File: src/include/chip_select_pkg.sv
// Contract
// - five separate select outputs: code, data flash, sram, uart, status area
// - boot jumper closed enables all five select outputs
// - window and bus control registers are writable at any time
// - jumper open after reset: whole space goes to code select only
// - first external read after reset is at address zero on code select
// - each bus control register holds bus type and timing of its window
// - every wait state lengthens the strobe phase by 50 ns
// - every turnaround period adds 50 ns after the strobe
// - zero waits, 16-bit demultiplexed: cycle takes 100 ns
// - one wait with strobe delay: cycle takes 150 ns
// - code window starts as 16-bit demultiplexed without software
// - window size code 0110 gives a 256 kByte window
// - read timing bit clear: select asserts before the read strobe
// - write timing bit clear: select asserts before the write strobe
package chip_select_pkg;
    localparam int CLK_PERIOD_NS = 4;
    localparam int T_BASE_NS     = 100;
    localparam int T_SETUP_NS    = 35;
    localparam int T_DELAY_NS    = 25;
    localparam int T_WAIT_NS     = 50;
    localparam int T_TURN_NS     = 50;
    localparam int BASE_CYC      = (T_BASE_NS + CLK_PERIOD_NS - 1) / CLK_PERIOD_NS;
    localparam int SETUP_CYC     = (T_SETUP_NS + CLK_PERIOD_NS - 1) / CLK_PERIOD_NS;
    localparam int SETUP_DLY_CYC =
        (T_SETUP_NS + T_DELAY_NS + CLK_PERIOD_NS - 1) / CLK_PERIOD_NS;
    localparam int WAIT_CYC      = (T_WAIT_NS + CLK_PERIOD_NS - 1) / CLK_PERIOD_NS;
    localparam int TURN_CYC      = (T_TURN_NS + CLK_PERIOD_NS - 1) / CLK_PERIOD_NS;

    // bus control fields
    localparam int F_WAIT_LO = 0;
    localparam int F_DELAY   = 4;
    localparam int F_TURN    = 5;
    localparam int F_TYPE_LO = 6;
    localparam int F_LATCH   = 9;
    localparam int F_ACTIVE  = 10;
    localparam int F_READY   = 12;
    localparam int F_CS_RD   = 14;
    localparam int F_CS_WR   = 15;
    // window select fields
    localparam int F_SIZE_LO = 0;
    localparam int F_BASE_LO = 4;

    localparam logic [1:0] BT_8_DEMUX  = 2'h0;
    localparam logic [1:0] BT_16_DEMUX = 2'h2;

    localparam logic [15:0] WIN_RESET   = 16'h0000;
    localparam logic [15:0] CTL_RESET   = 16'h0000;
    localparam logic [15:0] CTL0_BOOT   = 16'h0480;
    localparam logic [4:0]  SEL_EN_OPEN = 5'h01;
    localparam logic [4:0]  SEL_EN_BOOT = 5'h1f;
    localparam logic [23:0] BOOT_ADDR   = 24'h00_0000;

    localparam logic [7:0] OFS_WIN0   = 8'h00;
    localparam logic [7:0] OFS_CTL0   = 8'h04;
    localparam logic [7:0] OFS_STRIDE = 8'h08;
    localparam logic [7:0] OFS_SEL_EN = 8'h28;
    localparam logic [7:0] OFS_STATUS = 8'h2c;
    localparam logic [7:0] OFS_BOOT   = 8'h30;
    localparam int         ST_UNMAP   = 5;

    typedef enum logic [2:0] {
        S_BOOT   = 3'h4,
        S_IDLE   = 3'h0,
        S_SETUP  = 3'h1,
        S_STROBE = 3'h3,
        S_TURN   = 3'h2
    } state_t;

    function automatic logic window_hit(input logic [11:0] page, input logic [15:0] win);
        logic [11:0] mask;
        mask = 12'hfff << win[F_SIZE_LO +: 4];
        return ((page ^ win[F_BASE_LO +: 12]) & mask) == 12'h000;
    endfunction

    function automatic logic [3:0] wait_count(input logic [15:0] ctl);
        return ~ctl[F_WAIT_LO +: 4];
    endfunction
endpackage

File: src/rtl/window_decode.sv
`timescale 1ns/1ps
`default_nettype none
module window_decode (
    input  wire logic [11:0]      page,
    input  wire logic [4:0][15:0] win,
    input  wire logic [4:0]       active,
    input  wire logic [4:0]       sel_en,
    input  wire logic             win0_set,
    output logic                  hit,
    output logic [2:0]            index
);
    always_comb begin
        hit   = 1'b0;
        index = 3'h0;
        // lowest numbered matching window of 1 to 4 wins; code window 0 only when none of them match
        for (int i = 4; i >= 1; i--) begin
            if (active[i] && sel_en[i] && chip_select_pkg::window_hit(page, win[i])) begin
                hit   = 1'b1;
                index = 3'(i);
            end
        end
        if (!hit && sel_en[0]) begin
            // unprogrammed code window catches the whole space
            hit = !win0_set || chip_select_pkg::window_hit(page, win[0]);
        end
    end
endmodule
`default_nettype wire

File: src/rtl/phase_counter.sv
`timescale 1ns/1ps
`default_nettype none
module phase_counter #(
    parameter int WIDTH = 8
) (
    input  wire logic             clk,
    input  wire logic             rst,
    input  wire logic             load,
    input  wire logic [WIDTH-1:0] load_value,
    output logic                  done
);
    logic [WIDTH-1:0] count;

    always_ff @(posedge clk or posedge rst) begin
        if (rst) begin
            count <= '0;
        end else if (load) begin
            count <= load_value;
        end else if (count != '0) begin
            count <= count - 1'b1;
        end
    end

    assign done = (count == '0);
endmodule
`default_nettype wire

File: src/rtl/external_bus_chip_select_unit.sv
`timescale 1ns/1ps
`default_nettype none
module external_bus_chip_select_unit (
    input  wire logic        SYS_CLK,
    input  wire logic        SYS_RST,
    input  wire logic        WB_CYC_I,
    input  wire logic        WB_STB_I,
    input  wire logic        WB_WE_I,
    input  wire logic [7:0]  WB_ADR_I,
    input  wire logic [3:0]  WB_SEL_I,
    input  wire logic [31:0] WB_DAT_I,
    output logic [31:0]      WB_DAT_O,
    output logic             WB_ACK_O,
    input  wire logic        REQ,
    input  wire logic [23:0] REQ_ADDR,
    input  wire logic        REQ_WRITE,
    input  wire logic [15:0] REQ_WDATA,
    output logic             REQ_ACK,
    output logic [15:0]      REQ_RDATA,
    input  wire logic        BOOT_JUMPER,
    output logic             CODE_SELECT_N,
    output logic             DATAFLASH_SELECT_N,
    output logic             SRAM_SELECT_N,
    output logic             UART_SELECT_N,
    output logic             STATUS_AREA_SELECT_N,
    output logic [23:0]      EXT_ADDR,
    output logic             EXT_RD_N,
    output logic             EXT_WR_N,
    output logic             EXT_WIDE,
    input  wire logic [15:0] EXT_DATA_I,
    output logic [15:0]      EXT_DATA_O,
    output logic             EXT_DATA_OE
);
    logic [4:0][15:0]             win;
    logic [4:0][15:0]             ctl;
    logic [4:0]                   sel_en;
    logic                         win0_set;
    logic                         jumper_closed;
    logic                         boot_done;
    logic                         unmapped;
    logic [15:0]                  boot_word;
    logic [1:0]                   jumper_sync;
    logic [15:0]                  data_sync0;
    logic [15:0]                  data_sync1;
    logic [1:0]                   settle;
    chip_select_pkg::state_t      state;
    chip_select_pkg::state_t      next_state;
    logic [2:0]                   cur;
    logic [15:0]                  cur_ctl;
    logic [23:0]                  cur_addr;
    logic                         cur_we;
    logic [15:0]                  cur_wdata;
    logic                         cur_boot;
    logic                         dec_hit;
    logic [2:0]                   dec_index;
    logic [4:0]                   active;
    logic                         load;
    logic [7:0]                   load_value;
    logic                         phase_done;
    logic                         launch;
    logic                         wb_req;
    logic                         wb_wr;
    logic [31:0]                  rd_mux;
    logic                         early;
    logic [4:0]                   next_sel_n;
    logic [15:0]                  ext_rdata;
    function automatic logic [15:0] merge16(input logic [15:0] old, input logic [31:0] d,
                                            input logic [3:0] be);
        return {be[1] ? d[15:8] : old[15:8], be[0] ? d[7:0] : old[7:0]};
    endfunction
    function automatic logic [7:0] strobe_len(input logic [15:0] c);
        logic [7:0] setup;
        setup = c[chip_select_pkg::F_DELAY] ? 8'(chip_select_pkg::SETUP_CYC)
                                            : 8'(chip_select_pkg::SETUP_DLY_CYC);
        // base cycle less setup, plus one wait period per wait state
        return 8'(chip_select_pkg::BASE_CYC) - setup
             + 8'(chip_select_pkg::wait_count(c)) * 8'(chip_select_pkg::WAIT_CYC);
    endfunction
    always_comb begin
        for (int i = 0; i < 5; i++) begin
            active[i] = ctl[i][chip_select_pkg::F_ACTIVE];
        end
    end
    window_decode u_decode (
        .page     (REQ_ADDR[23:12]),
        .win      (win),
        .active   (active),
        .sel_en   (sel_en),
        .win0_set (win0_set),
        .hit      (dec_hit),
        .index    (dec_index)
    );
    phase_counter #(.WIDTH(8)) u_phase (
        .clk        (SYS_CLK),
        .rst        (SYS_RST),
        .load       (load),
        .load_value (load_value),
        .done       (phase_done)
    );
    // pin inputs pass two flip-flops
    always_ff @(posedge SYS_CLK or posedge SYS_RST) begin
        if (SYS_RST) begin
            jumper_sync <= 2'h0;
            data_sync0  <= 16'h0000;
            data_sync1  <= 16'h0000;
        end else begin
            jumper_sync <= {jumper_sync[0], BOOT_JUMPER};
            data_sync0  <= EXT_DATA_I;
            data_sync1  <= data_sync0;
        end
    end
    assign wb_req = WB_CYC_I && WB_STB_I && !WB_ACK_O;
    assign wb_wr  = wb_req && WB_WE_I;
    assign launch = (state == chip_select_pkg::S_IDLE) && REQ && !REQ_ACK;
    // register file, writable at any time
    always_ff @(posedge SYS_CLK or posedge SYS_RST) begin
        if (SYS_RST) begin
            win      <= {5{chip_select_pkg::WIN_RESET}};
            ctl      <= {{4{chip_select_pkg::CTL_RESET}}, chip_select_pkg::CTL0_BOOT};
            win0_set <= 1'b0;
        end else if (wb_wr) begin
            for (int i = 0; i < 5; i++) begin
                if (WB_ADR_I == 8'(chip_select_pkg::OFS_WIN0 + i * chip_select_pkg::OFS_STRIDE)) begin
                    win[i] <= merge16(win[i], WB_DAT_I, WB_SEL_I);
                    if (i == 0) begin
                        win0_set <= 1'b1;
                    end
                end
                if (WB_ADR_I == 8'(chip_select_pkg::OFS_CTL0 + i * chip_select_pkg::OFS_STRIDE)) begin
                    ctl[i] <= merge16(ctl[i], WB_DAT_I, WB_SEL_I);
                end
            end
        end
    end
    // select enables caught from the jumper once the synchroniser has settled
    always_ff @(posedge SYS_CLK or posedge SYS_RST) begin
        if (SYS_RST) begin
            sel_en        <= chip_select_pkg::SEL_EN_OPEN;
            jumper_closed <= 1'b0;
        end else if (state == chip_select_pkg::S_BOOT && settle[1]) begin
            jumper_closed <= jumper_sync[1];
            sel_en        <= jumper_sync[1] ? chip_select_pkg::SEL_EN_BOOT
                                            : chip_select_pkg::SEL_EN_OPEN;
        end else if (wb_wr && WB_ADR_I == chip_select_pkg::OFS_SEL_EN && WB_SEL_I[0]) begin
            sel_en <= WB_DAT_I[4:0];
        end
    end
    always_ff @(posedge SYS_CLK or posedge SYS_RST) begin
        if (SYS_RST) begin
            unmapped <= 1'b0;
        end else if (launch && !dec_hit) begin
            unmapped <= 1'b1;
        end else if (wb_wr && WB_ADR_I == chip_select_pkg::OFS_STATUS && WB_SEL_I[0]
                     && WB_DAT_I[chip_select_pkg::ST_UNMAP]) begin
            unmapped <= 1'b0;
        end
    end
    always_comb begin
        rd_mux = 32'h0000_0000;
        for (int i = 0; i < 5; i++) begin
            if (WB_ADR_I == 8'(chip_select_pkg::OFS_WIN0 + i * chip_select_pkg::OFS_STRIDE)) begin
                rd_mux = {16'h0000, win[i]};
            end
            if (WB_ADR_I == 8'(chip_select_pkg::OFS_CTL0 + i * chip_select_pkg::OFS_STRIDE)) begin
                rd_mux = {16'h0000, ctl[i]};
            end
        end
        if (WB_ADR_I == chip_select_pkg::OFS_SEL_EN) begin
            rd_mux = {27'h000_0000, sel_en};
        end
        if (WB_ADR_I == chip_select_pkg::OFS_STATUS) begin
            rd_mux = {24'h00_0000, (state != chip_select_pkg::S_IDLE), boot_done, unmapped,
                      jumper_closed, win0_set, cur};
        end
        if (WB_ADR_I == chip_select_pkg::OFS_BOOT) begin
            rd_mux = {16'h0000, boot_word};
        end
    end
    always_ff @(posedge SYS_CLK or posedge SYS_RST) begin
        if (SYS_RST) begin
            WB_ACK_O <= 1'b0;
            WB_DAT_O <= 32'h0000_0000;
        end else begin
            WB_ACK_O <= wb_req;
            if (wb_req) begin
                WB_DAT_O <= rd_mux;
            end
        end
    end
    // access sequencing
    always_comb begin
        next_state = state;
        load       = 1'b0;
        load_value = 8'h00;
        case (state)
            chip_select_pkg::S_BOOT: begin
                if (settle[1]) begin
                    next_state = chip_select_pkg::S_SETUP;
                    load       = 1'b1;
                    load_value = 8'(chip_select_pkg::SETUP_DLY_CYC - 1);
                end
            end
            chip_select_pkg::S_IDLE: begin
                if (launch && dec_hit) begin
                    next_state = chip_select_pkg::S_SETUP;
                    load       = 1'b1;
                    load_value = ctl[dec_index][chip_select_pkg::F_DELAY]
                               ? 8'(chip_select_pkg::SETUP_CYC - 1)
                               : 8'(chip_select_pkg::SETUP_DLY_CYC - 1);
                end
            end
            chip_select_pkg::S_SETUP: begin
                if (phase_done) begin
                    next_state = chip_select_pkg::S_STROBE;
                    load       = 1'b1;
                    load_value = strobe_len(cur_ctl) - 8'h01;
                end
            end
            chip_select_pkg::S_STROBE: begin
                if (phase_done) begin
                    if (!cur_ctl[chip_select_pkg::F_TURN]) begin
                        next_state = chip_select_pkg::S_TURN;
                        load       = 1'b1;
                        load_value = 8'(chip_select_pkg::TURN_CYC - 1);
                    end else begin
                        next_state = chip_select_pkg::S_IDLE;
                    end
                end
            end
            chip_select_pkg::S_TURN: begin
                if (phase_done) begin
                    next_state = chip_select_pkg::S_IDLE;
                end
            end
            default: begin
                next_state = chip_select_pkg::S_IDLE;
            end
        endcase
    end
    always_ff @(posedge SYS_CLK or posedge SYS_RST) begin
        if (SYS_RST) begin
            state  <= chip_select_pkg::S_BOOT;
            settle <= 2'h0;
        end else begin
            state  <= next_state;
            settle <= {settle[0], 1'b1};
        end
    end
    // access latched at launch so register writes cannot disturb it
    always_ff @(posedge SYS_CLK or posedge SYS_RST) begin
        if (SYS_RST) begin
            cur       <= 3'h0;
            cur_ctl   <= chip_select_pkg::CTL0_BOOT;
            cur_addr  <= chip_select_pkg::BOOT_ADDR;
            cur_we    <= 1'b0;
            cur_wdata <= 16'h0000;
            cur_boot  <= 1'b1;
        end else if (launch && dec_hit) begin
            cur       <= dec_index;
            cur_ctl   <= ctl[dec_index];
            cur_addr  <= REQ_ADDR;
            cur_we    <= REQ_WRITE;
            cur_wdata <= REQ_WDATA;
            cur_boot  <= 1'b0;
        end
    end
    assign ext_rdata = (cur_ctl[chip_select_pkg::F_TYPE_LO +: 2] == chip_select_pkg::BT_16_DEMUX)
                     ? data_sync1 : {8'h00, data_sync1[7:0]};
    always_ff @(posedge SYS_CLK or posedge SYS_RST) begin
        if (SYS_RST) begin
            boot_done <= 1'b0;
            boot_word <= 16'h0000;
            REQ_ACK   <= 1'b0;
            REQ_RDATA <= 16'h0000;
        end else begin
            REQ_ACK <= 1'b0;
            if (state == chip_select_pkg::S_STROBE && phase_done && !cur_we) begin
                if (cur_boot) begin
                    boot_word <= ext_rdata;
                end else begin
                    REQ_RDATA <= ext_rdata;
                end
            end
            if (launch && !dec_hit) begin
                REQ_ACK   <= 1'b1;
                REQ_RDATA <= 16'h0000;
            end
            if (next_state == chip_select_pkg::S_IDLE && state != chip_select_pkg::S_IDLE) begin
                if (cur_boot) begin
                    boot_done <= 1'b1;
                end else begin
                    REQ_ACK <= 1'b1;
                end
            end
        end
    end

    // pins follow the sequencer one cycle later
    assign early = !(cur_we ? cur_ctl[chip_select_pkg::F_CS_WR] : cur_ctl[chip_select_pkg::F_CS_RD]);

    always_comb begin
        for (int i = 0; i < 5; i++) begin
            next_sel_n[i] = !((cur == 3'(i)) && ((state == chip_select_pkg::S_STROBE)
                          || (state == chip_select_pkg::S_SETUP && early)));
        end
    end

    always_ff @(posedge SYS_CLK or posedge SYS_RST) begin
        if (SYS_RST) begin
            CODE_SELECT_N        <= 1'b1;
            DATAFLASH_SELECT_N   <= 1'b1;
            SRAM_SELECT_N        <= 1'b1;
            UART_SELECT_N        <= 1'b1;
            STATUS_AREA_SELECT_N <= 1'b1;
            EXT_ADDR             <= 24'h00_0000;
            EXT_RD_N             <= 1'b1;
            EXT_WR_N             <= 1'b1;
            EXT_WIDE             <= 1'b1;
            EXT_DATA_O           <= 16'h0000;
            EXT_DATA_OE          <= 1'b0;
        end else begin
            CODE_SELECT_N        <= next_sel_n[0];
            DATAFLASH_SELECT_N   <= next_sel_n[1];
            SRAM_SELECT_N        <= next_sel_n[2];
            UART_SELECT_N        <= next_sel_n[3];
            STATUS_AREA_SELECT_N <= next_sel_n[4];
            EXT_ADDR             <= cur_addr;
            EXT_RD_N             <= !(state == chip_select_pkg::S_STROBE && !cur_we);
            EXT_WR_N             <= !(state == chip_select_pkg::S_STROBE && cur_we);
            EXT_WIDE             <= cur_ctl[chip_select_pkg::F_TYPE_LO +: 2]
                                    == chip_select_pkg::BT_16_DEMUX;
            EXT_DATA_O           <= cur_wdata;
            EXT_DATA_OE          <= cur_we && (state == chip_select_pkg::S_SETUP
                                    || state == chip_select_pkg::S_STROBE);
        end
    end
endmodule
`default_nettype wire

File: config.mk
export PLATFORM = sky130hd
export DESIGN_NAME = external_bus_chip_select_unit
export DESIGN_NICKNAME = d
export VERILOG_FILES = /design/src/include/chip_select_pkg.sv /design/src/rtl/window_decode.sv /design/src/rtl/phase_counter.sv /design/src/rtl/external_bus_chip_select_unit.sv
export SDC_FILE = /design/constraint.sdc
export NUM_CORES = 1
export LEC_CHECK = 0
export BUFFER_PORTS_ARGS = -buffer_cell sky130_fd_sc_hd__buf_2
export CAP_MARGIN = 15
export CORE_UTILIZATION = 53
export CTS_CLUSTER_DIAMETER = 60
export CTS_CLUSTER_SIZE = 20
export DETAILED_ROUTE_END_ITERATION = 10
export GPL_TIMING_DRIVEN = 1
export PLACE_DENSITY = 0.76
export SLEW_MARGIN = 30
export SYNTH_ARGS = -nofsm -noshare
export SYNTH_HDL_FRONTEND = slang
export SYNTH_HIERARCHICAL = 1
export SYNTH_SLANG_ARGS = --single-unit
File: constraint.sdc
create_clock -name SYS_CLK -period 11.5 [get_ports SYS_CLK]
set_input_delay 2.3 -clock SYS_CLK [delete_from_list [all_inputs] [get_ports SYS_CLK]]
set_output_delay 2.3 -clock SYS_CLK [all_outputs]
set_load 0.02 [all_outputs]
Word-level counts from Yosys, hierarchy flattened

Cells that the tools add are included.
Widths: inputs -> output; s select.

Register bits after elaboration: 392
Bits in latches: 0
RAM bits: 0
Bits in read-only memories: 0
Output and inout bits: 99
Word-level logic and storage cells: 248
Memories: 0

Add/sub/neg operators: 4
$mul: 1
Divide/modulo/power cells: 0
Order comparisons: 1
Equal/unequal tests: 22
Shift-type cells: 5
Mux-type cells: 60
Bitwise operators: 11
Reductions and logical operators: 91

Operators with widths:

| cell                  | count |
|---|---|
| $mux 32               | 12 |
| $mux 16               | 6 |
| $and 12x12->12        | 5 |
| $logic_not 12->1      | 5 |
| $reduce_and 3->1      | 20 |
| $shl 12x4->12 const A | 5 |
| $xor 12x12->12        | 5 |
| $bmux 16 s3           | 1 |
| $eq 8x6->1 const B    | 5 |
| $logic_and 1x1->1     | 34 |
| $mux 3                | 11 |
| $eq 8x5->1 const B    | 4 |
| $pmux 8 s4            | 1 |
| $mux 8                | 3 |
| $eq 8x4->1 const B    | 2 |
| $logic_not 8->1       | 2 |
| $mux 1                | 16 |
| $mux 4                | 4 |
| $sub 8x1->8 const B   | 2 |
| $mux 5                | 3 |
| $pmux 3 s5            | 1 |
| $logic_not 1->1       | 14 |
| $eq 3x2->1 const B    | 4 |
| $logic_not 3->1       | 3 |
| other kinds (17)      | 27 |

Longest topological paths before layout

Gate-level depths: netlist (run 1).

Depth in word-level cells: 17
Depth in mapped cells: 15
Mapped depth without buffers: 13

Modules after synthesis

The synthesis (run 1) kept the hierarchy.

By module, submodules not included:

| module                        | instances | cells each | area an instance (µm²) |
|---|---|---|---|
| external_bus_chip_select_unit | 1         | 1,225      | 15,798.9 |
| window_decode                 | 1         | 173        | 1,239.9 |
| phase_counter                 | 1         | 56         | 496.7 |

Least setup slack after synthesis (run 1)

OpenSTA, ideal clock, no wires.

Path type: input-to-reg
From: input REQ_ADDR[16]
To: register u_phase.count[6]
Library setup time: 0.077 ns
Arrival time: 4.951 ns
Required time: 11.423 ns
Slack: 6.472 ns
Cell stages on the path: 15
Path buffers: 4
Cell sequence: buf_4 -> xnor2_1 -> o21ai_0 -> a211oi_1 -> a21oi_1 -> a2111oi_2 -> nand4b_1 -> nand4b_1 -> clkbuf_1 -> nor2b_1 -> nand2_1 -> buf_1 -> clkbuf_1 -> a31oi_1 -> a21oi_1

Cells in the longest elaborated chain, start to end: 15
Elaborated cells between the ends (all ways): 32

RTL lines:

| item                                        | line                                 | text |
|---|---|---|
| start, declared                             | external_bus_chip_select_unit.sv:15  | `input wire logic [23:0] REQ_ADDR,` |
| $xor 12x12->12                              | chip_select_pkg.sv:73                | `return ((page ^ win[F_BASE_LO +: 12]) & mask) == 12'h000;` |
| $and 12x12->12                              | chip_select_pkg.sv:73                |  |
| $logic_not 12->1                            | chip_select_pkg.sv:73                |  |
| $logic_and 1x1->1                           | window_decode.sv:17                  | `if (active[i] && sel_en[i] && chip_select_pkg::window_hit(page, win[i])) begin` |
| $mux 1 (4 in a row)                         | window_decode.sv:17                  |  |
| $logic_not 1->1                             | window_decode.sv:22                  | `if (!hit && sel_en[0]) begin` |
| $logic_and 1x1->1                           | window_decode.sv:22                  |  |
| $mux 1 *                                    | window_decode.sv:22                  |  |
| via dec_hit                                 | external_bus_chip_select_unit.sv:54  | `logic dec_hit;` |
| $logic_and 1x1->1 *                         | external_bus_chip_select_unit.sv:204 | `if (launch && dec_hit) begin` |
| $mux 1 *                                    | external_bus_chip_select_unit.sv:204 |  |
| $pmux 1 s4 *                                | external_bus_chip_select_unit.sv:195 | `case (state)` |
| via load                                    | external_bus_chip_select_unit.sv:57  | `logic load;` |
| $mux 8 or $reduce_bool 2->1 (tied branches) | n/a                                  |  |
| end signal, assigned                        | phase_counter.sv:18                  | `count <= load_value;` |
| end signal, assigned                        | phase_counter.sv:20                  | `count <= count - 1'b1;` |
| end, declared                               | phase_counter.sv:12                  | `logic [WIDTH-1:0] count;` |

The timed path passes the listed nets; every way through them passes the cells marked *.
A chain may end at the register's enable or synchronous reset.

Worst setup path in the final report (run 1)

From: input REQ_ADDR[18]
To: register u_phase.count[1]

Elaborated cells between the ends (all ways): 41

RTL lines:

| item                | line                                 | text |
|---|---|---|
| $xor 12x12->12      | chip_select_pkg.sv:73                |  |
| $and 12x12->12      | chip_select_pkg.sv:73                |  |
| $logic_not 12->1    | chip_select_pkg.sv:73                |  |
| $logic_and 1x1->1   | window_decode.sv:17                  |  |
| $mux 3 (2 in a row) | window_decode.sv:17                  |  |
| $mux 3 *            | window_decode.sv:17                  |  |
| via dec_index[0]    | external_bus_chip_select_unit.sv:55  | `logic [2:0] dec_index;` |
| $bmux 16 s3 *       | external_bus_chip_select_unit.sv:207 | `load_value = ctl[dec_index][chip_select_pkg::F_DELAY]` |
| $mux 16 *           | n/a                                  |  |
| $mux 3 *            | external_bus_chip_select_unit.sv:208 | `? 8'(chip_select_pkg::SETUP_CYC - 1)` |
| $mux 4 *            | external_bus_chip_select_unit.sv:204 |  |
| $pmux 8 s4 *        | external_bus_chip_select_unit.sv:195 |  |
| via load_value[1]   | external_bus_chip_select_unit.sv:58  | `logic [7:0] load_value;` |
| $mux 8 *            | phase_counter.sv:17                  | `end else if (load) begin` |

The timed path passes the listed nets; every way through them passes the cells marked *. The select of a mux whose other input is x is not followed.

==> reports/qor.txt, run 1 <==
status -> finished, final reports clean
final WL -> 49,100 microns
Root Buffer Master -> clkbuf_16
Synth Area in XOR/XNOR -> 3.40%
GRT overflow -> 0
Post-synth top flop -> dfrtp_1
Sink Count -> 370
Mapped Cells -> 1,454
CP Depth -> 11
worst-path fanout max -> 12
final setup margin -> 6070 ps
Slew headroom -> 37.1%
Avg Vias per Cell -> 6.25
maxcap violations -> 0
Row Count -> 66
chip height -> 184 microns
Fin. Hold Viols -> 0
I/O pin cnt -> 207
most frequent cells in the layout -> 356 x dfrtp_1, 221 x mux2_2, 172 x buf_2
Final min period -> 5430 ps
count of pins over their slew limit -> 0
Final Cycle Share -> 47.3%
fraction of layout cells with a size suffix above 1 -> 33.6%
critical path class -> input port to flip-flop
Detail Route Antenna Nets -> 0
Power Dens Cells -> 182 nW/um^2
clock insertion delay at the later pin of the skew report -> 530 ps
Lkg Pwr -> 9.26 nW
Setup crit end kind -> flip-flop
crit path launch type -> input port
clock slew at reported path FFs -> 80 ps
1st-pass router iterations -> 5
endpoints failing setup -> 0
Reg2Reg Depth -> 11
Fillers -> 2,665
vias -> 12,800
Yosys cell types -> 96
crit-path cells -> buf_2 > xnor2_1 > o21ai_0 > a211oi_1 > a21oi_1 > a2111oi_2 > a21o_1 > mux4_2 > a221oi_1 > nand3b_1 > a22o_2
syn avg cell area -> 12.1 sq um
FF+latch count, synth -> 370
WP buf/inv -> 1
Final Net Count -> 1,717
initial antenna violation count -> 2
Seq/Total Area, Yosys -> 52.9%
CTS tree -> done
Final Cell Area -> 19,800 sq um
Max Freq -> 184 MHz
RSZ-0062 raised after global routing -> no
IO buf count -> 172
Slew @ Worst Pin -> 942 ps
Util after Layout -> 60.9%
cell area after synthesis -> 17,500 sq um
HP Class -> flip-flop to flip-flop
die width -> 184 microns
total area of sequential cells -> 9280 sq um
post-synthesis mux area share -> 16.5%
Max clock buf depth -> 3
fraction of the mapped netlist area in adder cells -> 1.91%
postcts setup bufs -> 0
clock buffer count from CTS -> 34
DR WL/cell -> 23.9 microns
Detail Placement HPWL -> 34,000 microns
cts-stage hold buffer count -> 0
CP peak stage delay -> 760 ps
Synth-to-Final Area Change -> 13.0%
DIE AREA -> 33,800 sq um
Setup TNS Final -> 0 ps
area of the multi-input gates -> 7640 sq um
CP max-delay cell -> a21o_1
GRT Resource Usage Total -> 29.7%
WHS Path Cells -> 0
first-pass GRT wire length -> 75,600 microns
Compound-Gate Fraction of Synth Area -> 11.7%
largest family of logic cells by synthesized area -> multiplexers
gpl congestion -> 0.978
leading cell type in the layout, fill and taps excluded -> dfrtp_1
critical path's top delay family -> compound AO/OA/AOI/OAI gates
Max IR drop VDD -> 0.171 mV
largest net degree at the start of global routing -> 190
Starting Density -> 53.9%
Worst Path Required -> 11,960 ps
DRC Markers -> 0
vias in the first global route -> 12,800
Critical Path AT -> 5890 ps
DRT iter0 DRCs -> 1,042
DP Worst Slack -> 5550 ps
Max Clock Skew -> 34.5 ps
Simple-Gate Fraction of Synth Area -> 9.60%
Ys Warns -> 6
core region area -> 32,500 sq um
area post-placement -> 18,600 sq um
CTS HTree Levels -> 2
cts repair resizes -> 0
EDFF count, synth -> 0
Async SR Flop Fraction -> 100%
[routing by layer]
layer	track usage (%)	wire, microns	up-vias
li1	-	-	5528
met1	39.5	20000	6488
met2	46.9	22700	633
met3	5.82	4020	169
met4	14.0	2430	4
met5	0	23	-
[flip-flops by register name (all words and copies together), names as in the netlist, 2 cells and up]
register	count
cur_addr	24
ctl	75
sel_en	5
boot_word	16
settle	2
cur_ctl	10
u_phase/count	8
data_sync0	16
REQ_RDATA	16
win	80
jumper_sync	2
cur	3
EXT_ADDR	24
active	5
state	3
WB_DAT_O	16
data_sync1	16
cur_wdata	16
EXT_DATA_O	16
[cells in the mapped netlist (20+ instances only)]
master | n | area, sq um
a21oi_1 | 54 | 270
a22oi_1 | 37 | 278
buf_2 | 27 | 135
buf_4 | 20 | 150
clkbuf_1 | 40 | 150
dfrtp_1 | 356 | 8910
inv_1 | 31 | 116
mux2_2 | 221 | 2490
nand2_1 | 86 | 323
nand3_1 | 45 | 225
nor2_1 | 53 | 199
nor3_1 | 21 | 105
o21ai_0 | 58 | 290
o22ai_1 | 20 | 125
xnor2_1 | 38 | 333
xor2_1 | 30 | 263
[through the flow]
step | cells | hold slack [ps] | power, mW
final | 2053 | 355 | 3.61
after global routing | 2052 | 359 | 3.81
after CTS | 2051 | 354 | 3.64
after detailed placement | 1991 | 335 | 2.43
after global placement | 1991 | 334 | 2.40
after floorplan | 1469 | 331 | 2.21
[layout make-up]
cell class,count,area share [%]
clock buffer,38,4.63
sequential,370,46.8
inverter,32,0.625
multi-input combinational,959,38.6
clock inverter,22,1.36
antenna,1,0.0126
timing repair buffer,189,5.19
tap,442,2.79
[power breakdown]
| part | leakage [nW] | internal [mW] | switching [mW] | total, mW |
|---|---|---|---|---|
| sequential | 4.81 | 1.45 | 0.0861 | 1.54 |
| combinational | 3.88 | 0.379 | 0.497 | 0.876 |
| clock | 0.574 | 0.648 | 0.553 | 1.20 |
| total | 9.26 | 2.48 | 1.14 | 3.61 |
[cell families (layout without fill, tap and decap cells)]
logic type | Yosys count | count (layout)
compound gates | 295 | 295
fa+ha+maj | 24 | 24
xor+xnor | 68 | 68
mux | 249 | 249
buf+inv | 140 | 281
other cells | 2 | 18
simple gates | 306 | 306
flops | 370 | 370
[final timing paths]
check	slack [ps]	endpoint	from
worst max register to register	7560	u_phase/count[1]$_DFFE_PP0P_	win[34]$_DFFE_PP0P_
worst min register to register	350	data_sync1[2]$_DFF_PP0_	data_sync0[2]$_DFF_PP0_
worst min-delay path	350	data_sync1[2]$_DFF_PP0_	data_sync0[2]$_DFF_PP0_
worst max-delay path	6070	u_phase/count[1]$_DFFE_PP0P_	REQ_ADDR[18]
max in group asynchronous	7540	EXT_ADDR[2]$_DFF_PP0_	SYS_RST
min in group asynchronous	1750	u_phase/count[2]$_DFFE_PP0P_	SYS_RST
(Power assumes the default switching activity.)
==> run 2: changes to the inputs <==
--- a/config.mk
+++ b/config.mk
@@ -7,12 +7,12 @@
 export LEC_CHECK = 0
 export BUFFER_PORTS_ARGS = -buffer_cell sky130_fd_sc_hd__buf_2
 export CAP_MARGIN = 15
-export CORE_UTILIZATION = 53
+export CORE_UTILIZATION = 59
 export CTS_CLUSTER_DIAMETER = 60
 export CTS_CLUSTER_SIZE = 20
 export DETAILED_ROUTE_END_ITERATION = 10
 export GPL_TIMING_DRIVEN = 1
-export PLACE_DENSITY = 0.76
+export PLACE_DENSITY = 0.81
 export SLEW_MARGIN = 30
 export SYNTH_ARGS = -nofsm -noshare
 export SYNTH_HDL_FRONTEND = slang
==> constraint.sdc (replaced) <==
create_clock -name SYS_CLK -period 5.4 [get_ports SYS_CLK]
set_input_delay 1.08 -clock SYS_CLK [delete_from_list [all_inputs] [get_ports SYS_CLK]]
set_output_delay 1.08 -clock SYS_CLK [all_outputs]
set_load 0.02 [all_outputs]
==> run 2 against run 1 <==
Global-route usage rose by 3.1 points. Clock power rose by 77%. Combinational power rose by 110%. Total power rose by 100%. Wire length fell by 0.88%. Core utilization rose by 6.5 points. Worst hold slack got worse by 6.8 ps. Critical path type unchanged.
==> reports/qor.txt, run 2 (synthesis gave the netlist of run 1 again) <==
status -> finished, final reports clean
crit path launch type -> input port
core region area -> 28,900 sq um (-11%)
Lkg Pwr -> 9.15 nW (-1.3%)
Final Net Count -> 1,715 (-0.12%)
Final min period -> 3980 ps
postcts setup bufs -> 0 (unchanged)
GR Layer Usage met1 -> 43.7% (+4.1 points)
I/O pin cnt -> 207 (unchanged)
die width -> 174 microns (-5.2%)
Final Cycle Share -> 73.7%
IO buf count -> 172 (unchanged)
WP buf/inv -> 1 (unchanged)
max reg flops -> 80 (unchanged)
Non-Filler Instances -> 1,990 (-3.1%)
final WL -> 48,700 microns (-0.88%)
CTS HTree Levels -> 1 (-1)
Fin. Hold Viols -> 0 (unchanged)
vias -> 12,800 (-0.11%)
DIE AREA -> 30,400 sq um (-10%)
Worst Path Required -> 5900 ps (-6060 ps)
Top Registers -> win (80), ctl (75)
Slew @ Worst Pin -> 943 ps (+1.03 ps)
gpl congestion -> 0.999 (+2.1%)
GRT overflow -> 0 (unchanged)
Avg Vias per Cell -> 6.44 (+3.1%)
Reg with most FFs -> win
GRT Resource Usage Total -> 32.8% (+3.1 points)
CTS tree -> done
clock slew at reported path FFs -> 80 ps (about the same)
Starting Density -> 60.6% (+6.7 points)
grt met2 use -> 52.0% (+5.0 points)
Max Clock Skew -> 19.5 ps (-15.0 ps)
count of pins over their slew limit -> 0 (unchanged)
CP max-delay cell -> a21o_1
leading cell type in the layout, fill and taps excluded -> dfrtp_1
RSZ-0062 raised after global routing -> no
vias in the first global route -> 13,100 (+2.0%)
Root Buffer Master -> clkbuf_16
HP Class -> flip-flop to flip-flop
initial antenna violation count -> 0 (-2)
Detail Placement HPWL -> 34,600 microns (+1.6%)
Detail Route Antenna Nets -> 0 (unchanged)
first-pass GRT wire length -> 76,000 microns (+0.63%)
maxcap violations -> 0 (unchanged)
most frequent cells in the layout -> 356 x dfrtp_1, 221 x mux2_2, 172 x buf_2
Max IR drop VDD -> 0.298 mV (+74%)
clock buffer count from CTS -> 28 (-18%)
critical path's top delay family -> compound AO/OA/AOI/OAI gates
crit-path cells -> buf_2 > xnor2_1 > o21ai_0 > a211oi_1 > a21oi_1 > a2111oi_2 > a21o_1 > mux4_2 > a221oi_1 > nand3b_1 > a22o_2
Max Freq -> 251 MHz
clock insertion delay at the later pin of the skew report -> 580 ps (+50 ps)
Synth-to-Final Area Change -> 11.2%
largest net degree at the start of global routing -> 129 (-32%)
1st-pass router iterations -> 5 (unchanged)
Sink Count -> 370 (unchanged)
Critical Path AT -> 4480 ps (-1410 ps)
Util after Layout -> 67.4% (+6.5 points)
Power Dens Cells -> 372 nW/um^2 (+100%)
GR peak layer -> met2
Row Count -> 62 (-6.1%)
DP Cell Count -> 1,938 (-2.7%)
ant diodes -> 0 (-1)
endpoints failing setup -> 0 (unchanged)
GR Util met3 -> 6.56% (+0.74 points)
fraction of layout cells with a size suffix above 1 -> 33.0% (-0.60 points)
final setup margin -> 1420 ps (-4650 ps)
Setup crit end kind -> flip-flop
DR WL/cell -> 24.5 microns (+2.3%)
cts-stage hold buffer count -> 0 (unchanged)
critical path class -> input port to flip-flop
Slew headroom -> 36.8% (-0.29 points)
DRC Markers -> 0 (unchanged)
cts repair resizes -> 0 (unchanged)
DRT iter0 DRCs -> 1,234 (+18%)
worst-path fanout max -> 8 (-4)
CP peak stage delay -> 590 ps (-170 ps)
chip height -> 174 microns (-5.2%)
DP Worst Slack -> 853 ps (-4690 ps)
Max clock buf depth -> 3 (unchanged)
==> run 2: report_power, final <==
part	internal (mW)	switching, mW	total, mW
sequential	3.09	0.185	3.27
combinational	0.809	1.06	1.87
clock	1.04	1.08	2.12
==> run 2: worst paths after layout <==
path                                              start                      endpoint  slack, ps  depth (start not counted)
worst max register to register      win[32]$_DFFE_PP0P_  u_phase/count[1]$_DFFE_PP0P_       1570                         11
worst min register to register  data_sync0[3]$_DFF_PP0_       data_sync1[3]$_DFF_PP0_        350                          0
min in group asynchronous                       SYS_RST  u_phase/count[3]$_DFFE_PP0P_        510                          2
worst max-delay path                       REQ_ADDR[16]  u_phase/count[1]$_DFFE_PP0P_       1420                         11
worst min-delay path            data_sync0[3]$_DFF_PP0_       data_sync1[3]$_DFF_PP0_        350                          0
max in group asynchronous                       SYS_RST           win[19]$_DFFE_PP0P_       3600                          4
==> run 2: through the flow <==
step / setup TNS [ps] / total power [mW] / hold slack (ps) / cell area, sq um
global placement: 0 / 5.10 / 333 / 18600
CTS: 0 / 7.30 / 350 / 19500
finish: 0 / 7.26 / 348 / 19500
global route: 0 / 7.66 / 356 / 19500
detailed placement: 0 / 5.19 / 335 / 18600
floorplan: -181940 / 4.71 / 331 / 17600
==> run 2: final cells by class <==
type / instances / area [sq um]
fill: 2146 / 9430
multi-input combinational: 959 / 7640
timing repair buffer: 193 / 1060
tap: 384 / 480
clock buffer: 37 / 754
inverter: 32 / 124
clock inverter: 15 / 175
sequential: 370 / 9280
==> run 2: per-layer routing <==
layer	vias up	part of all wire (%)
met5	-	0
met4	0	5.0
met3	173	8.7
met2	672	47
met1	6436	40
li1	5527	-
==> run 3: changes to the inputs <==
--- a/config.mk
+++ b/config.mk
@@ -7,12 +7,12 @@
 export LEC_CHECK = 0
 export BUFFER_PORTS_ARGS = -buffer_cell sky130_fd_sc_hd__buf_2
 export CAP_MARGIN = 15
-export CORE_UTILIZATION = 59
+export CORE_UTILIZATION = 53
 export CTS_CLUSTER_DIAMETER = 60
 export CTS_CLUSTER_SIZE = 20
 export DETAILED_ROUTE_END_ITERATION = 10
 export GPL_TIMING_DRIVEN = 1
-export PLACE_DENSITY = 0.81
+export PLACE_DENSITY = 0.76
 export SLEW_MARGIN = 30
 export SYNTH_ARGS = -nofsm -noshare
 export SYNTH_HDL_FRONTEND = slang
==> constraint.sdc (replaced) <==
create_clock -name SYS_CLK -period 3.6 [get_ports SYS_CLK]
set_input_delay 0.72 -clock SYS_CLK [delete_from_list [all_inputs] [get_ports SYS_CLK]]
set_output_delay 0.72 -clock SYS_CLK [all_outputs]
set_load 0.02 [all_outputs]
==> run 3 against run 2 <==
Sequential power grew 50%. Core utilization decreased by 4.7 points. Largest power group unchanged. Total power increased by 57%. Non-clock buffer count grew 76.
==> reports/qor.txt, run 3 (synthesis gave the netlist of run 1 again) <==
status -> finished, final reports clean
Max Clock Skew -> 30.2 ps (+10.7 ps)
Setup crit end kind -> flip-flop
Row Count -> 66 (+6.5%)
Reg with most FFs -> win
metal2 WL -> 23,900 microns (+5.3%)
count of pins over their slew limit -> 0 (unchanged)
final setup margin -> 223 ps (-1200 ps)
total area of sequential cells -> 9280 sq um (unchanged)
Max IR drop VDD -> 0.522 mV (+75%)
crit-path cells -> or3_1 > a41o_1 > a21oi_1 > a2111oi_2 > buf_4 > nand4b_1 > nand4b_1 > nor2b_1 > nand2_1 > buf_4 > o41ai_1
DR WL/cell -> 23.7 microns (-3.2%)
die width -> 184 microns (+5.4%)
WL met1 -> 20,600 microns (+6.8%)
vias in the first global route -> 13,600 (+3.6%)
HP Class -> input port to asynchronous set/reset pin
crit path to -> u_phase/count[5]$_DFFE_PP0P_
fraction of layout cells with a size suffix above 1 -> 36.4% (+3.4 points)
Slew headroom -> 36.7% (-0.080 points)
FF-to-FF setup slack -> 220 ps (-1350 ps)
IO buf count -> 172 (unchanged)
gpl congestion -> 0.971 (-2.7%)
max reg flops -> 80 (unchanged)
core region area -> 32,500 sq um (+12%)
DIE AREA -> 33,800 sq um (+11%)
Final Net Count -> 1,794 (+4.6%)
Synth-to-Final Area Change -> 16.3%
final WL -> 50,400 microns (+3.5%)
Final min period -> 3380 ps
clock buffer count from CTS -> 31 (+11%)
Top Registers -> win (80), ctl (75)
ant diodes -> 0 (unchanged)
initial antenna violation count -> 0 (unchanged)
CP peak stage delay -> 510 ps (-80 ps)
crit path launch type -> flip-flop
Met3 Wirelength -> 3740 microns (-12%)
top sig layer -> met4
Slew @ Worst Pin -> 941 ps (-2.09 ps)
CTS HTree Levels -> 1 (unchanged)
vias -> 13,000 (+1.7%)
cts repair resizes -> 0 (unchanged)
endpoints failing setup -> 0 (unchanged)
I/O pin cnt -> 207 (unchanged)
Fin. Hold Viols -> 0 (unchanged)
Max Freq -> 296 MHz
Final Cell Area -> 20,400 sq um (+4.5%)
Power Dens Cells -> 560 nW/um^2 (+51%)
Avg Vias per Cell -> 6.12 (-4.9%)
Critical Path AT -> 3840 ps (-640 ps)
RSZ-0062 raised after global routing -> no
Fillers -> 2,622 (+22%)
Root Buffer Master -> clkbuf_16
Final Cycle Share -> 93.8%
Worst Path Required -> 4060 ps (-1840 ps)
worst-path fanout max -> 6 (-2)
worst r2r src -> win[16]$_DFFE_PP0P_
cts-stage hold buffer count -> 0 (unchanged)
Setup crit start -> win[16]$_DFFE_PP0P_
Max clock buf depth -> 3 (unchanged)
DRT iter0 DRCs -> 1,157 (-6.2%)
GRT overflow -> 0 (unchanged)
most frequent cells in the layout -> 356 x dfrtp_1, 221 x mux2_2, 172 x buf_2
maxcap violations -> 0 (unchanged)
worst reg2reg endpoint -> u_phase/count[5]$_DFFE_PP0P_
largest net degree at the start of global routing -> 58 (-55%)
Sink Count -> 370 (unchanged)
clock slew at reported path FFs -> 80 ps (about the same)
CP max-delay cell -> dfrtp_1
DP Worst Slack -> -85.1 ps (-938 ps)
Starting Density -> 53.9% (-6.7 points)
1st-pass router iterations -> 5 (unchanged)
Reg2Reg Depth -> 11 (unchanged)
postcts setup bufs -> 0 (unchanged)
CTS tree -> done
clock insertion delay at the later pin of the skew report -> 600 ps (+20 ps)
Detail Placement HPWL -> 37,500 microns (+8.4%)
area of the multi-input gates -> 7630 sq um (about the same)
Detail Route Antenna Nets -> 0 (unchanged)
area post-placement -> 19,300 sq um (+4.0%)
first-pass GRT wire length -> 78,000 microns (+2.6%)
chip height -> 184 microns (+5.4%)
critical path class -> flip-flop to flip-flop
DRC Markers -> 0 (unchanged)
leading cell type in the layout, fill and taps excluded -> dfrtp_1
GRT Resource Usage Total -> 30.6% (-2.2 points)
Lkg Pwr -> 9.62 nW (+5.2%)
run 3: per-layer routing:
| metal | vias up | global-route usage, % |
|---|---|---|
| met5 | - | 0 |
| met4 | 0 | 12.7 |
| met3 | 135 | 4.52 |
| met2 | 641 | 50.5 |
| met1 | 6582 | 40.5 |
| li1 | 5671 | - |
run 3: cell type report:
type	instances	area share, %
clock buffers	33	3.84
clock inverters	23	1.44
inverters	32	0.608
multi-input cells	959	37.4
flip-flops and latches	370	45.5
well taps	442	2.71
repair buffers	269	8.47
run 3: stage by stage:
stage | std cells | power [mW] | TNS (ps) | hold WS, ps | util, %
finish | 2128 | 11.4 | 0 | 106 | 62.7
global route | 2128 | 12.0 | 0 | 121 | 62.7
CTS | 2128 | 11.5 | 0 | 91.8 | 62.7
detailed placement | 2072 | 7.93 | -356 | 335 | 59.4
global placement | 2071 | 7.75 | -190 | 334 | 59.3
floorplan | 1469 | 7.07 | -692030 | 331 | -
run 3: how the worst min path moves through the flow:
stage,start,depth (start not counted),end,slack [ps]
detailed placement,data_sync0[2]$_DFF_PP0_,0,data_sync1[2]$_DFF_PP0_,330
CTS,SYS_RST,2,u_phase/count[2]$_DFFE_PP0P_,90
global placement,data_sync0[5]$_DFF_PP0_,0,data_sync1[5]$_DFF_PP0_,330
floorplan,data_sync0[0]$_DFF_PP0_,0,data_sync1[0]$_DFF_PP0_,330
global route,SYS_RST,2,u_phase/count[0]$_DFFE_PP0P_,120
finish,SYS_RST,2,u_phase/count[4]$_DFFE_PP0P_,110
run 3: worst max-delay path, delay by kind of cell (launching register included):
family                 cells  cell delay [ps]
AOI/OAI and AO/OA          4              950
DFF                        1              510
buffers and inverters      2              350
and+or+nand+nor            5             1440
run 3: report_power, final:
part,leakage [nW],switching [mW],internal (mW)
clock network,0.511,1.75,1.82
logic,4.30,1.66,1.29
registers,4.81,0.276,4.63
